### config.mk
export PLATFORM = sky130hd
export DESIGN_NAME = pbseq_top
export DESIGN_NICKNAME = d
export VERILOG_FILES = /design/src/rtl/pbseq_pkg.sv /design/src/rtl/pbseq_top.sv
export SDC_FILE = /design/constraint.sdc
export NUM_CORES = 1
export LEC_CHECK = 0
export BUFFER_PORTS_ARGS = -buffer_cell sky130_fd_sc_hd__buf_2
export CORE_MARGIN = 5
export CORE_UTILIZATION = 50
export CTS_CLUSTER_DIAMETER = 150
export DETAILED_ROUTE_END_ITERATION = 7
export PLACE_DENSITY = 0.66
export SYNTH_ARGS = -nofsm -noshare
export SYNTH_HDL_FRONTEND = slang
export SYNTH_SLANG_ARGS = --single-unit
### constraint.sdc
create_clock -name clk -period 4.5 [get_ports clk]
set_clock_uncertainty 0.1 [all_clocks]
set_input_delay 0.9 -clock clk [delete_from_list [all_inputs] [get_ports clk]]
set_output_delay 0.9 -clock clk [all_outputs]
set_load 0.03 [all_outputs]
### src/rtl/pbseq_pkg.sv
// Constants and types shared by the pushbutton power sequencer.
`default_nettype none

package pbseq_pkg;

	// ************************************************************
	// Clock and timebase
	// ************************************************************
	localparam int unsigned CLK_PERIOD_NS = 25;
	localparam int unsigned TICK_US = 500;
	localparam int unsigned TICK_CYCLES = TICK_US * 1000 / CLK_PERIOD_NS;
	localparam int unsigned PRESC_W = 15;
	localparam int unsigned CNT_W = 13;

	// ************************************************************
	// Intervals, printed times and their tick counts
	// ************************************************************
	localparam int unsigned DEBOUNCE_MS = 32;
	localparam int unsigned BLANK_MS = 512;
	localparam int unsigned PDOWN_MS = 1024;
	localparam int unsigned LOCKOUT_MS = 256;
	localparam int unsigned EXT_EXAMPLE_US = 11500;
	localparam int unsigned DEBOUNCE_TICKS = DEBOUNCE_MS * 1000 / TICK_US;
	localparam int unsigned BLANK_TICKS = BLANK_MS * 1000 / TICK_US;
	localparam int unsigned PDOWN_TICKS = PDOWN_MS * 1000 / TICK_US;
	localparam int unsigned LOCKOUT_TICKS = LOCKOUT_MS * 1000 / TICK_US;
	localparam int unsigned EXT_EXAMPLE_TICKS = EXT_EXAMPLE_US / TICK_US;
	localparam int unsigned ON_EXT_DEFAULT = 0;
	localparam int unsigned OFF_EXT_DEFAULT = 0;

	// ************************************************************
	// Reset values
	// ************************************************************
	localparam logic RST_ENABLE_ON = 1'h0;
	localparam logic RST_SYNC = 1'h1;

	// ************************************************************
	// Types
	// ************************************************************
	typedef enum logic [8:0] {
		ST_IDLE = 9'h001,
		ST_ON_DB = 9'h002,
		ST_BLANK = 9'h004,
		ST_ON_REL = 9'h008,
		ST_RUN = 9'h010,
		ST_OFF_DB = 9'h020,
		ST_PDOWN = 9'h040,
		ST_LOCK = 9'h080,
		ST_OFF_REL = 9'h100
	} pbseq_state_type;

	// Open-drain pin: oe high pulls the wire to out (always low).
	typedef struct packed {
		logic out;
		logic oe;
	} pbseq_od_type;

endpackage

`default_nettype wire

### src/rtl/pbseq_top.sv
// Pushbutton on/off power sequencer with processor shutdown handshake.
//
// Behaviour
// Enable asserts after 32 ms continuous press.
// Turn-on press lengthened by extension parameter.
// Turn-off press needs 32 ms plus extension.
// Valid turn-off press pulls interrupt low.
// Timeout 1024 ms after interrupt releases enable.
// Kill low in power-down releases enable immediately.
// Blanking starts when enable is asserted.
// Blanking 512 ms ignores kill and pushbutton.
// Kill still low after blanking aborts power-on.
// Kill low during normal operation releases enable.
// Enable pin polarity chosen by variant parameter.
// Kill pulses of 30 us are recognised.
// Pushbutton ignored during lockout after release.
// Interrupt may be tied to kill externally.
// Button release restarts a running press debounce.
// Button release debounced 32 ms before new press.
// Lockout after enable release lasts 256 ms.
// Reset leaves enable released, interrupt inactive.
// Intervals counted in ticks of a slow timebase.
// Button and kill synchronised before use.
`timescale 1ns/1ps
`default_nettype none

module pbseq_top #(
	parameter int unsigned TICK_CYCLES = pbseq_pkg::TICK_CYCLES,
	parameter int unsigned ON_EXT_TICKS = pbseq_pkg::ON_EXT_DEFAULT,
	parameter int unsigned OFF_EXT_TICKS = pbseq_pkg::OFF_EXT_DEFAULT,
	parameter bit ENABLE_ACTIVE_LOW = 1'h0
) (
	input wire logic clk,
	input wire logic nrst,
	input wire logic button_press_n,
	input wire logic kill_n,
	output var pbseq_pkg::pbseq_od_type enable_pin,
	output var pbseq_pkg::pbseq_od_type shutdown_int_pin,
	output logic power_on
);

	// ************************************************************
	// Input synchronisers
	// ************************************************************
	logic pb_meta;
	logic pb_s;
	logic kill_meta;
	logic kill_s;

	// Kill is sampled every clock, so a 30 us pulse is far above need.
	always_ff @(posedge clk or negedge nrst) begin
		if (!nrst) begin
			pb_meta <= pbseq_pkg::RST_SYNC;
			pb_s <= pbseq_pkg::RST_SYNC;
			kill_meta <= pbseq_pkg::RST_SYNC;
			kill_s <= pbseq_pkg::RST_SYNC;
		end else begin
			pb_meta <= button_press_n;
			pb_s <= pb_meta;
			kill_meta <= kill_n;
			kill_s <= kill_meta;
		end
	end

	// ************************************************************
	// Timebase and interval counter
	// ************************************************************
	pbseq_pkg::pbseq_state_type state;
	pbseq_pkg::pbseq_state_type next_state;
	logic [pbseq_pkg::PRESC_W-1:0] presc;
	logic [pbseq_pkg::CNT_W-1:0] ivl;
	logic [pbseq_pkg::CNT_W-1:0] target;
	wire logic tick;
	wire logic hold_restart;
	wire logic restart;
	wire logic done;

	function automatic logic [pbseq_pkg::CNT_W-1:0] ticks(
		input int unsigned n
	);
		ticks = n[pbseq_pkg::CNT_W-1:0];
	endfunction

	assign tick = (32'(presc) == TICK_CYCLES - 1);
	// A press during a release debounce starts the wait over.
	assign hold_restart = !pb_s &&
		(state == pbseq_pkg::ST_ON_REL || state == pbseq_pkg::ST_OFF_REL);
	assign restart = (state != next_state) || hold_restart;
	assign done = (ivl >= target);

	assign target =
		(state == pbseq_pkg::ST_ON_DB) ?
			ticks(pbseq_pkg::DEBOUNCE_TICKS + ON_EXT_TICKS) :
		(state == pbseq_pkg::ST_OFF_DB) ?
			ticks(pbseq_pkg::DEBOUNCE_TICKS + OFF_EXT_TICKS) :
		(state == pbseq_pkg::ST_BLANK) ?
			ticks(pbseq_pkg::BLANK_TICKS) :
		(state == pbseq_pkg::ST_PDOWN) ?
			ticks(pbseq_pkg::PDOWN_TICKS) :
		(state == pbseq_pkg::ST_LOCK) ?
			ticks(pbseq_pkg::LOCKOUT_TICKS) :
			ticks(pbseq_pkg::DEBOUNCE_TICKS);

	// Clearing the prescaler on each restart makes every interval an
	// exact multiple of the tick rather than up to one tick short.
	always_ff @(posedge clk or negedge nrst) begin
		if (!nrst) begin
			presc <= '0;
			ivl <= '0;
		end else if (restart) begin
			presc <= '0;
			ivl <= '0;
		end else if (tick) begin
			presc <= '0;
			ivl <= done ? ivl : ivl + 1'h1;
		end else begin
			presc <= presc + 1'h1;
		end
	end

	// ************************************************************
	// Sequencing state machine
	// ************************************************************
	always_comb begin
		next_state = state;
		unique case (state)
			pbseq_pkg::ST_IDLE: begin
				if (!pb_s) begin
					next_state = pbseq_pkg::ST_ON_DB;
				end
			end
			pbseq_pkg::ST_ON_DB: begin
				if (pb_s) begin
					next_state = pbseq_pkg::ST_IDLE;
				end else if (done) begin
					next_state = pbseq_pkg::ST_BLANK;
				end
			end
			pbseq_pkg::ST_BLANK: begin
				if (done) begin
					next_state = kill_s ? pbseq_pkg::ST_ON_REL :
						pbseq_pkg::ST_LOCK;
				end
			end
			pbseq_pkg::ST_ON_REL: begin
				if (!kill_s) begin
					next_state = pbseq_pkg::ST_LOCK;
				end else if (done) begin
					next_state = pbseq_pkg::ST_RUN;
				end
			end
			pbseq_pkg::ST_RUN: begin
				if (!kill_s) begin
					next_state = pbseq_pkg::ST_LOCK;
				end else if (!pb_s) begin
					next_state = pbseq_pkg::ST_OFF_DB;
				end
			end
			pbseq_pkg::ST_OFF_DB: begin
				if (!kill_s) begin
					next_state = pbseq_pkg::ST_LOCK;
				end else if (pb_s) begin
					next_state = pbseq_pkg::ST_RUN;
				end else if (done) begin
					next_state = pbseq_pkg::ST_PDOWN;
				end
			end
			pbseq_pkg::ST_PDOWN: begin
				// With the interrupt tied to kill this leaves at once.
				if (!kill_s || done) begin
					next_state = pbseq_pkg::ST_LOCK;
				end
			end
			pbseq_pkg::ST_LOCK: begin
				if (done) begin
					next_state = pbseq_pkg::ST_OFF_REL;
				end
			end
			pbseq_pkg::ST_OFF_REL: begin
				if (done) begin
					next_state = pbseq_pkg::ST_IDLE;
				end
			end
			default: begin
				next_state = pbseq_pkg::ST_IDLE;
			end
		endcase
	end

	wire logic next_on;
	wire logic next_int;

	assign next_on = (next_state == pbseq_pkg::ST_BLANK) ||
		(next_state == pbseq_pkg::ST_ON_REL) ||
		(next_state == pbseq_pkg::ST_RUN) ||
		(next_state == pbseq_pkg::ST_OFF_DB) ||
		(next_state == pbseq_pkg::ST_PDOWN);
	assign next_int = (next_state == pbseq_pkg::ST_PDOWN);

	always_ff @(posedge clk or negedge nrst) begin
		if (!nrst) begin
			state <= pbseq_pkg::ST_IDLE;
			power_on <= pbseq_pkg::RST_ENABLE_ON;
			enable_pin <= '{out: 1'h0, oe: !ENABLE_ACTIVE_LOW};
			shutdown_int_pin <= '{out: 1'h0, oe: 1'h0};
		end else begin
			state <= next_state;
			power_on <= next_on;
			// Open drain: the active-high variant asserts by letting go.
			enable_pin <= '{out: 1'h0,
				oe: ENABLE_ACTIVE_LOW ? next_on : !next_on};
			shutdown_int_pin <= '{out: 1'h0, oe: next_int};
		end
	end

	// ************************************************************
	// Checks
	// ************************************************************
	logic [31:0] press_len;
	logic [31:0] pdown_len;
	logic [31:0] lock_len;

	always_ff @(posedge clk or negedge nrst) begin
		if (!nrst) begin
			press_len <= '0;
			pdown_len <= '0;
			lock_len <= '0;
		end else begin
			press_len <= pb_s ? 32'h0 : press_len + 32'h1;
			pdown_len <= (state == pbseq_pkg::ST_PDOWN) ?
				pdown_len + 32'h1 : 32'h0;
			lock_len <= (state == pbseq_pkg::ST_LOCK) ?
				lock_len + 32'h1 : 32'h0;
		end
	end
endmodule // pbseq_top

`default_nettype wire

==> results of run 1 <==
[registers in the layout, summed over array words and instances, names as in the netlist]
register and count:
pb_s 1, shutdown_int_pin 1, kill_meta 1, ivl 13, kill_s 1, pb_meta 1, enable_pin 1, power_on 1
presc 15, state 9
[cell families (layout without fill, tap and decap cells)]
| family | Yosys count | in the layout |
|---|---|---|
| other | 1 | 2 |
| AOI/OAI and AO/OA | 39 | 39 |
| muxes | 1 | 1 |
| xor gates and xnor gates | 29 | 29 |
| DFF | 44 | 44 |
| adders and majority gates | 7 | 7 |
| and+or+nand+nor | 140 | 140 |
| buffers and inverters | 28 | 32 |
[cells in the final DEF, fill, tap and decap left out, types with 2 or more instances in the layout]
cell type	netlist	layout
sky130_fd_sc_hd__a21oi_1	7	7
sky130_fd_sc_hd__a31o_2	2	2
sky130_fd_sc_hd__a31oi_1	3	3
sky130_fd_sc_hd__and3_1	11	11
sky130_fd_sc_hd__and4_1	3	3
sky130_fd_sc_hd__buf_2	4	6
sky130_fd_sc_hd__buf_4	2	8
sky130_fd_sc_hd__clkbuf_8	0	5
sky130_fd_sc_hd__conb_1	1	2
sky130_fd_sc_hd__dfrtp_1	38	38
sky130_fd_sc_hd__dfstp_2	6	6
sky130_fd_sc_hd__ha_1	7	7
sky130_fd_sc_hd__inv_1	10	10
sky130_fd_sc_hd__nand2_1	16	16
sky130_fd_sc_hd__nand2b_1	6	6
sky130_fd_sc_hd__nand3_1	14	14
sky130_fd_sc_hd__nand4_1	8	8
sky130_fd_sc_hd__nor2_1	30	30
sky130_fd_sc_hd__nor2b_1	2	2
sky130_fd_sc_hd__nor3_1	10	9
sky130_fd_sc_hd__nor3_2	10	11
sky130_fd_sc_hd__nor4_1	11	11
sky130_fd_sc_hd__nor4b_1	3	3
sky130_fd_sc_hd__o21ai_0	4	4
sky130_fd_sc_hd__o31ai_1	3	3
sky130_fd_sc_hd__o41ai_1	3	3
sky130_fd_sc_hd__or2_2	2	2
sky130_fd_sc_hd__or3_1	2	2
sky130_fd_sc_hd__or4_1	4	4
sky130_fd_sc_hd__xnor2_1	12	12
sky130_fd_sc_hd__xor2_1	17	17
[worst paths after layout]
kind / startpoint / end / cells past startpoint
worst min register to register: pb_meta$_DFF_PN1_ / pb_s$_DFF_PN1_ / 0
worst max-delay path: state[6]$_DFF_PN0_ / presc[14]$_DFF_PN0_ / 12
min in group asynchronous: nrst / presc[5]$_DFF_PN0_ / 1
worst max register to register: state[6]$_DFF_PN0_ / presc[14]$_DFF_PN0_ / 12
max in group asynchronous: nrst / ivl[9]$_DFFE_PN0P_ / 1
worst min-delay path: pb_meta$_DFF_PN1_ / pb_s$_DFF_PN1_ / 0
[where the power goes]
| group | leakage (nW) | internal, mW | switching, mW |
|---|---|---|---|
| sequential | 0.592 | 0.418 | 0.0329 |
| combinational | 0.616 | 0.0833 | 0.178 |
| clock | 0.0541 | 0.164 | 0.135 |
| total | 1.26 | 0.665 | 0.346 |
[area by class of cell]
type	count	area [um2]
clock inverters	3	42.5
well taps	70	87.6
repair buffers	14	90.1
clock buffers	5	68.8
fillers	474	2280
inverters	10	37.5
flip-flops and latches	44	1110
multi-input cells	218	1490
[layer usage]
metal  vias up  track usage (%)
met4         0             4.82
met5         -                0
met1      1071             22.6
met3         7             3.55
li1       1048                -
met2        43             29.6
[stage by stage]
| stage | setup WS [ns] | area (um2) | power, mW | cells | utilization (%) |
|---|---|---|---|---|---|
| CTS | 0.180 | 2920 | 1.02 | 364 | 56.0 |
| floorplan | 0.677 | 2730 | 0.661 | 290 | - |
| detailed placement | 0.223 | 2800 | 0.717 | 356 | 53.9 |
| global route | 0.0611 | 2930 | 1.07 | 364 | 56.3 |
| global placement | 0.348 | 2800 | 0.717 | 356 | 53.9 |
| finish | 0.352 | 2930 | 1.01 | 364 | 56.3 |
[timing repair]
action	in CTS	in global routing
setup endpoints to repair	0	20
hold buffers	0	0
gates resized for setup	0	3
==> impl_metrics.env, run 1 <==
export IMPL_firstDrtPassIters=4
export IMPL_wl_met2_um=2930
export IMPL_hold_worst_slack_ns=0.258
export IMPL_route_detailed_vias_per_inst=5.96
export IMPL_critical_path_class="reg2reg"
export IMPL_synth_compound_area_share_pct=10.8
export IMPL_numPortBuffers=6
export IMPL_diodes=0
export IMPL_synth_yosys_warnings=0
export IMPL_postSynth_topFlopCell="sky130_fd_sc_hd__dfrtp_1"
export IMPL_first_global_vias=2117
export IMPL_clock_sinks=44
export IMPL_yosysTopAreaCellShare_pct=34.9
export IMPL_area_of_the_mapped_netlist_um2=2720
export IMPL_number_of_flops_mapped_to_enable_cells_by_yosys=0
export IMPL_pwr_per_cell_area_nw_per_um2=345
export IMPL_largest_family_of_logic_cells_by_synthesized_area="simple AND/OR/NAND/NOR gates"
export IMPL_path_common_cell="sky130_fd_sc_hd__or4_1"
export IMPL_worst_path_dominant_cell_family="simple AND/OR/NAND/NOR gates"
export IMPL_run_status="finished clean"
export IMPL_reg2reg_slack_ns=0.35
export IMPL_post_synth_xor_area_fraction_pct=9.33
export IMPL_syn_avg_cell_area_um2=9.42
export IMPL_postRouteWirelength_um=5870
export IMPL_ys_ff_latch=44
export IMPL_setup_viol_count_final=0
export IMPL_synth_top_area_cell="sky130_fd_sc_hd__dfrtp_1"
export IMPL_post_cts_setup_buffer_count=0
export IMPL_slowest_stage="sky130_fd_sc_hd__or4_1"
export IMPL_p_leak_nw=1.26
export IMPL_postSynth_asyncResetShare_pct=100
export IMPL_yosys_area_share_adder_pct=3.22
export IMPL_overflow=0
export IMPL_cpPeakStageDelay_ns=0.53
export IMPL_remaining_drc_errors=0
export IMPL_cp_max_fo=28
export IMPL_routed_wire_length_per_instance_um=16.1
export IMPL_post_synth_main_area_contributors="sky130_fd_sc_hd__dfrtp_1 35%, sky130_fd_sc_hd__dfstp_2 5.8%, sky130_fd_sc_hd__xor2_1 5.5%, sky130_fd_sc_hd__nor2_1 4.1%, sky130_fd_sc_hd__xnor2_1 3.9%"
export IMPL_final_min_period_over_clock_period_pct=92.2
export IMPL_timing_critical_path_buf_inv=1
export IMPL_final_max_slew_violation_count=0
export IMPL_vdd_ir_drop_max_mv=0.200
export IMPL_time_the_worst_path_needs_with_i_o_delays_and_setup_ns=4.15
export IMPL_timing_max_slew_rel_slack_pct=28.0
export IMPL_io_pins=9
export IMPL_htree_num_levels=2
export IMPL_finalSetupTns_ns=0
export IMPL_synth_yosys_seq_area_share_pct=40.7
export IMPL_grt_first_pass_wirelength_um=10100
export IMPL_class_of_the_tightest_hold_or_removal_check="reg2reg"
export IMPL_synth_simple_gate_area_share_pct=30.3
export IMPL_setup_worst_path_end_class="register"
export IMPL_drv_max_cap_violation_count=0
export IMPL_fp_dieW_um=83.8
export IMPL_cts_root_buffer_cell="sky130_fd_sc_hd__clkbuf_8"
export IMPL_grt_usage_pct=17.5
export IMPL_synthMostInstantiatedCell="sky130_fd_sc_hd__dfrtp_1"
export IMPL_cts_path_max_buffers=2
export IMPL_grt_setup_unrepaired="no"
export IMPL_grt_start_max_net_pins=45
export IMPL_highest_layer="met4"
export IMPL_met3RoutedLength_um=192
export IMPL_synth_area_mux_share_pct=0.368
export IMPL_drt_antenna_violating_nets=0
export IMPL_postSynthCellCount=289
export IMPL_clock_transition_time_at_the_flip_flop_clock_pins_of_the_worst_setup_and_hold_paths_ns=0.09
export IMPL_ys_top_cells_by_count="38 x sky130_fd_sc_hd__dfrtp_1, 30 x sky130_fd_sc_hd__nor2_1, 17 x sky130_fd_sc_hd__xor2_1"
export IMPL_crit_arrival_ns=4.24
export IMPL_tightestPinTransition_ns=1.08
export IMPL_final_layout_size_suffix_gt1_share_pct=18.0
export IMPL_finalWeightedCongestion=0.976
export IMPL_route_layer_met1_wl_um=2680
export IMPL_dp_final_hpwl_um=4090
export IMPL_detailedRoute_firstIterationViolations=179
export IMPL_nNetsFinal=304
export IMPL_placeableCoreArea_um2=5200
export IMPL_initial_standard_cell_utilization_of_the_core_pct=52.3
export IMPL_numCtsBuffers=5
export IMPL_critical_path_required_ns=4.59
export IMPL_number_of_placement_rows=26
export IMPL_cts_tree="done"
export IMPL_die_h_um=83.8
export IMPL_timing_fmax_mhz=241
export IMPL_design_die_area_um2=7020
export IMPL_cp_cell_sequence="nor3_2 -> nand3_1 -> or2_2 -> ha_1 -> a21o_1 -> a211oi_2 -> o21a_4 -> nor3_1 -> or4_1 -> or4_1 -> buf_4 -> nor4_1"
export IMPL_routed_via_count=2169
export IMPL_crit_path_start_kind="register"
export IMPL_clock_latency_ns=0.30
export IMPL_areaGrowthSynthToFinish_pct=7.63
export IMPL_grt_antenna_before_repair=0
export IMPL_hold_violations=0
export IMPL_yosys_cell_types_count=57
Note: power is estimated with default switching activity, not from simulation.
==> inputs of run 2 (changes only) <==
--- a/config.mk
+++ b/config.mk
@@ -7,10 +7,12 @@
 export LEC_CHECK = 0
 export BUFFER_PORTS_ARGS = -buffer_cell sky130_fd_sc_hd__buf_2
 export CORE_MARGIN = 5
-export CORE_UTILIZATION = 50
+export CORE_UTILIZATION = 60
 export CTS_CLUSTER_DIAMETER = 150
 export DETAILED_ROUTE_END_ITERATION = 7
-export PLACE_DENSITY = 0.66
+export MAX_ROUTING_LAYER = met4
+export PLACE_DENSITY = 0.77
+export SLEW_MARGIN = 30
 export SYNTH_ARGS = -nofsm -noshare
 export SYNTH_HDL_FRONTEND = slang
 export SYNTH_SLANG_ARGS = --single-unit
==> impl_metrics.env, run 2 (synthesized netlist as in run 1, its figures left out) <==
export IMPL_postRouteWirelength_um=5850
export IMPL_number_of_hold_buffers_added_after_cts=0
export IMPL_max_reg_flops=15
export IMPL_drv_max_cap_violation_count=0
export IMPL_run_status="finished clean"
export IMPL_cts_path_max_buffers=2
export IMPL_critical_path_required_ns=4.59
export IMPL_cts_tree="done"
export IMPL_drt_antenna_violating_nets=0
export IMPL_routed_via_count=2201
export IMPL_hold_violations=0
export IMPL_finalWorstSetupSlack_ns=0.348
export IMPL_setup_worst_path_end_class="register"
export IMPL_cts_root_buffer_cell="sky130_fd_sc_hd__clkbuf_8"
export IMPL_critical_path_class="reg2reg"
export IMPL_detailedRoute_firstIterationViolations=269
export IMPL_dp_final_hpwl_um=4160
export IMPL_clock_sinks=44
export IMPL_htree_num_levels=2
export IMPL_grt_setup_unrepaired="no"
export IMPL_final_layout_size_suffix_gt1_share_pct=18.3
export IMPL_crit_path_start_kind="register"
export IMPL_numCtsBuffers=5
export IMPL_setup_viol_count_final=0
export IMPL_placement_setup_worst_slack_ns=0.212
export IMPL_diodes=0
export IMPL_crit_arrival_ns=4.25
export IMPL_final_cell_mix="38 x sky130_fd_sc_hd__dfrtp_1, 30 x sky130_fd_sc_hd__nor2_1, 17 x sky130_fd_sc_hd__xor2_1"
export IMPL_cp_max_fo=28
export IMPL_p_total_uw=963
export IMPL_pwr_per_cell_area_nw_per_um2=332
export IMPL_hold_worst_slack_ns=0.257
export IMPL_multi_input_area_um2=1500
export IMPL_grt_usage_pct=21.4
export IMPL_reg_top3="presc: 15 flops, ivl: 13 flops, state: 9 flops"
export IMPL_cpPeakStageDelay_ns=0.64
export IMPL_max_flop_register="presc"
export IMPL_nNetsFinal=305
export IMPL_finalWeightedCongestion=0.997
export IMPL_final_min_period_over_clock_period_pct=92.3
export IMPL_number_of_placement_rows=24
export IMPL_io_pins=9
export IMPL_clock_latency_ns=0.30
export IMPL_numPortBuffers=6
export IMPL_time_the_worst_path_needs_with_i_o_delays_and_setup_ns=4.15
export IMPL_fp_dieW_um=77.3
export IMPL_timing_fmax_mhz=241
export IMPL_finalSetupTns_ns=0
export IMPL_grt_first_pass_wirelength_um=10100
export IMPL_area_sequential_um2=1110
export IMPL_firstDrtPassIters=5
export IMPL_layout_commonest_cell="sky130_fd_sc_hd__dfrtp_1"
export IMPL_final_max_slew_violation_count=0
export IMPL_grt_start_max_net_pins=45
export IMPL_overflow=0
export IMPL_route_detailed_vias_per_inst=6.34
export IMPL_routed_wire_length_per_instance_um=16.9
export IMPL_reg2reg_slack_ns=0.35
export IMPL_vdd_ir_drop_max_mv=0.255
export IMPL_grt_antenna_before_repair=0
export IMPL_timing_max_slew_rel_slack_pct=57.8
export IMPL_areaGrowthSynthToFinish_pct=6.76
export IMPL_n_fill_cell=359
export IMPL_die_h_um=77.3
export IMPL_slowest_stage="sky130_fd_sc_hd__dfstp_2"
export IMPL_initial_standard_cell_utilization_of_the_core_pct=62.1
export IMPL_design_die_area_um2=5980
export IMPL_clock_transition_time_at_the_flip_flop_clock_pins_of_the_worst_setup_and_hold_paths_ns=0.08
export IMPL_remaining_drc_errors=0
export IMPL_tightestPinTransition_ns=0.631
export IMPL_placeableCoreArea_um2=4380
export IMPL_p_leak_nw=1.26
export IMPL_first_global_vias=2158
export IMPL_cp_cell_sequence="nor2_1 -> buf_4 -> and4_1 -> inv_1 -> and3_1 -> ha_1 -> or3b_1 -> a31oi_2 -> o21a_4 -> nor3_1 -> or4_1 -> or4_1 -> buf_4 -> nor4_1"
export IMPL_class_of_the_tightest_hold_or_removal_check="reg2reg"
-- run 2: cell count changes in the layout (fill, tap and decap cells not counted), sizes merged --
cell | previous run | this run
clkbuf | 5 | 6
clkinv | 1 | 2
bufinv | 1 | 0
buf | 14 | 15
clkinvlp | 1 | 0
-- run 2: worst paths after layout --
| path | depth (start not counted) | start | to |
|---|---|---|---|
| worst min register to register | 0 | pb_meta$_DFF_PN1_ | pb_s$_DFF_PN1_ |
| worst max register to register | 14 | state[0]$_DFF_PN1_ | presc[10]$_DFF_PN0_ |
| min in group asynchronous | 1 | nrst | presc[2]$_DFF_PN0_ |
| worst max-delay path | 14 | state[0]$_DFF_PN1_ | presc[10]$_DFF_PN0_ |
| worst min-delay path | 0 | pb_meta$_DFF_PN1_ | pb_s$_DFF_PN1_ |
| max in group asynchronous | 1 | nrst | pb_meta$_DFF_PN1_ |
-- run 2: power breakdown --
group | switching [mW] | internal (mW) | leakage (nW)
Sequential | 0.0346 | 0.418 | 0.592
Clock | 0.130 | 0.123 | 0.0510
Combinational | 0.174 | 0.0835 | 0.622
Total | 0.339 | 0.624 | 1.26
-- run 2: cell type report --
type | instances | area share (%)
multi-input combinational | 218 | 51.7
timing repair buffer | 15 | 3.45
tap | 52 | 2.24
clock buffer | 6 | 2.84
clock inverter | 2 | 0.345
sequential | 44 | 38.2
inverter | 10 | 1.29
-- run 2: stage by stage --
stage | std cells | util [%] | cell area (um2)
2_1_floorplan | 290 | - | 2730
3_3_place_gp | 339 | 63.6 | 2790
3_5_place_dp | 339 | 63.6 | 2790
4_1_cts | 347 | 65.7 | 2880
5_1_grt | 347 | 66.3 | 2910
6_report | 347 | 66.3 | 2910
-- run 2: metal layers --
metal	track usage (%)	up-vias	share of wire, %
li1	-	1051	-
met1	27.3	1035	42
met2	33.0	87	49
met3	4.28	28	5.6
met4	9.45	0	3.3
met5	-	-	0
-- run 2: timing repair --
item | CTS | global route
setup endpoints to repair | 0 | 9
resized for setup | 0 | 3
setup buffers | 0 | 0
-- run 2: worst max-delay path: cells and delay by family (launching register included) --
| kind | cells | cell delay (ns) |
|---|---|---|
| and+or+nand+nor | 8 | 2.13 |
| DFF | 1 | 0.64 |
| buffers and inverters | 3 | 0.52 |
| AOI/OAI and AO/OA | 2 | 0.51 |
| adders and majority gates | 1 | 0.14 |
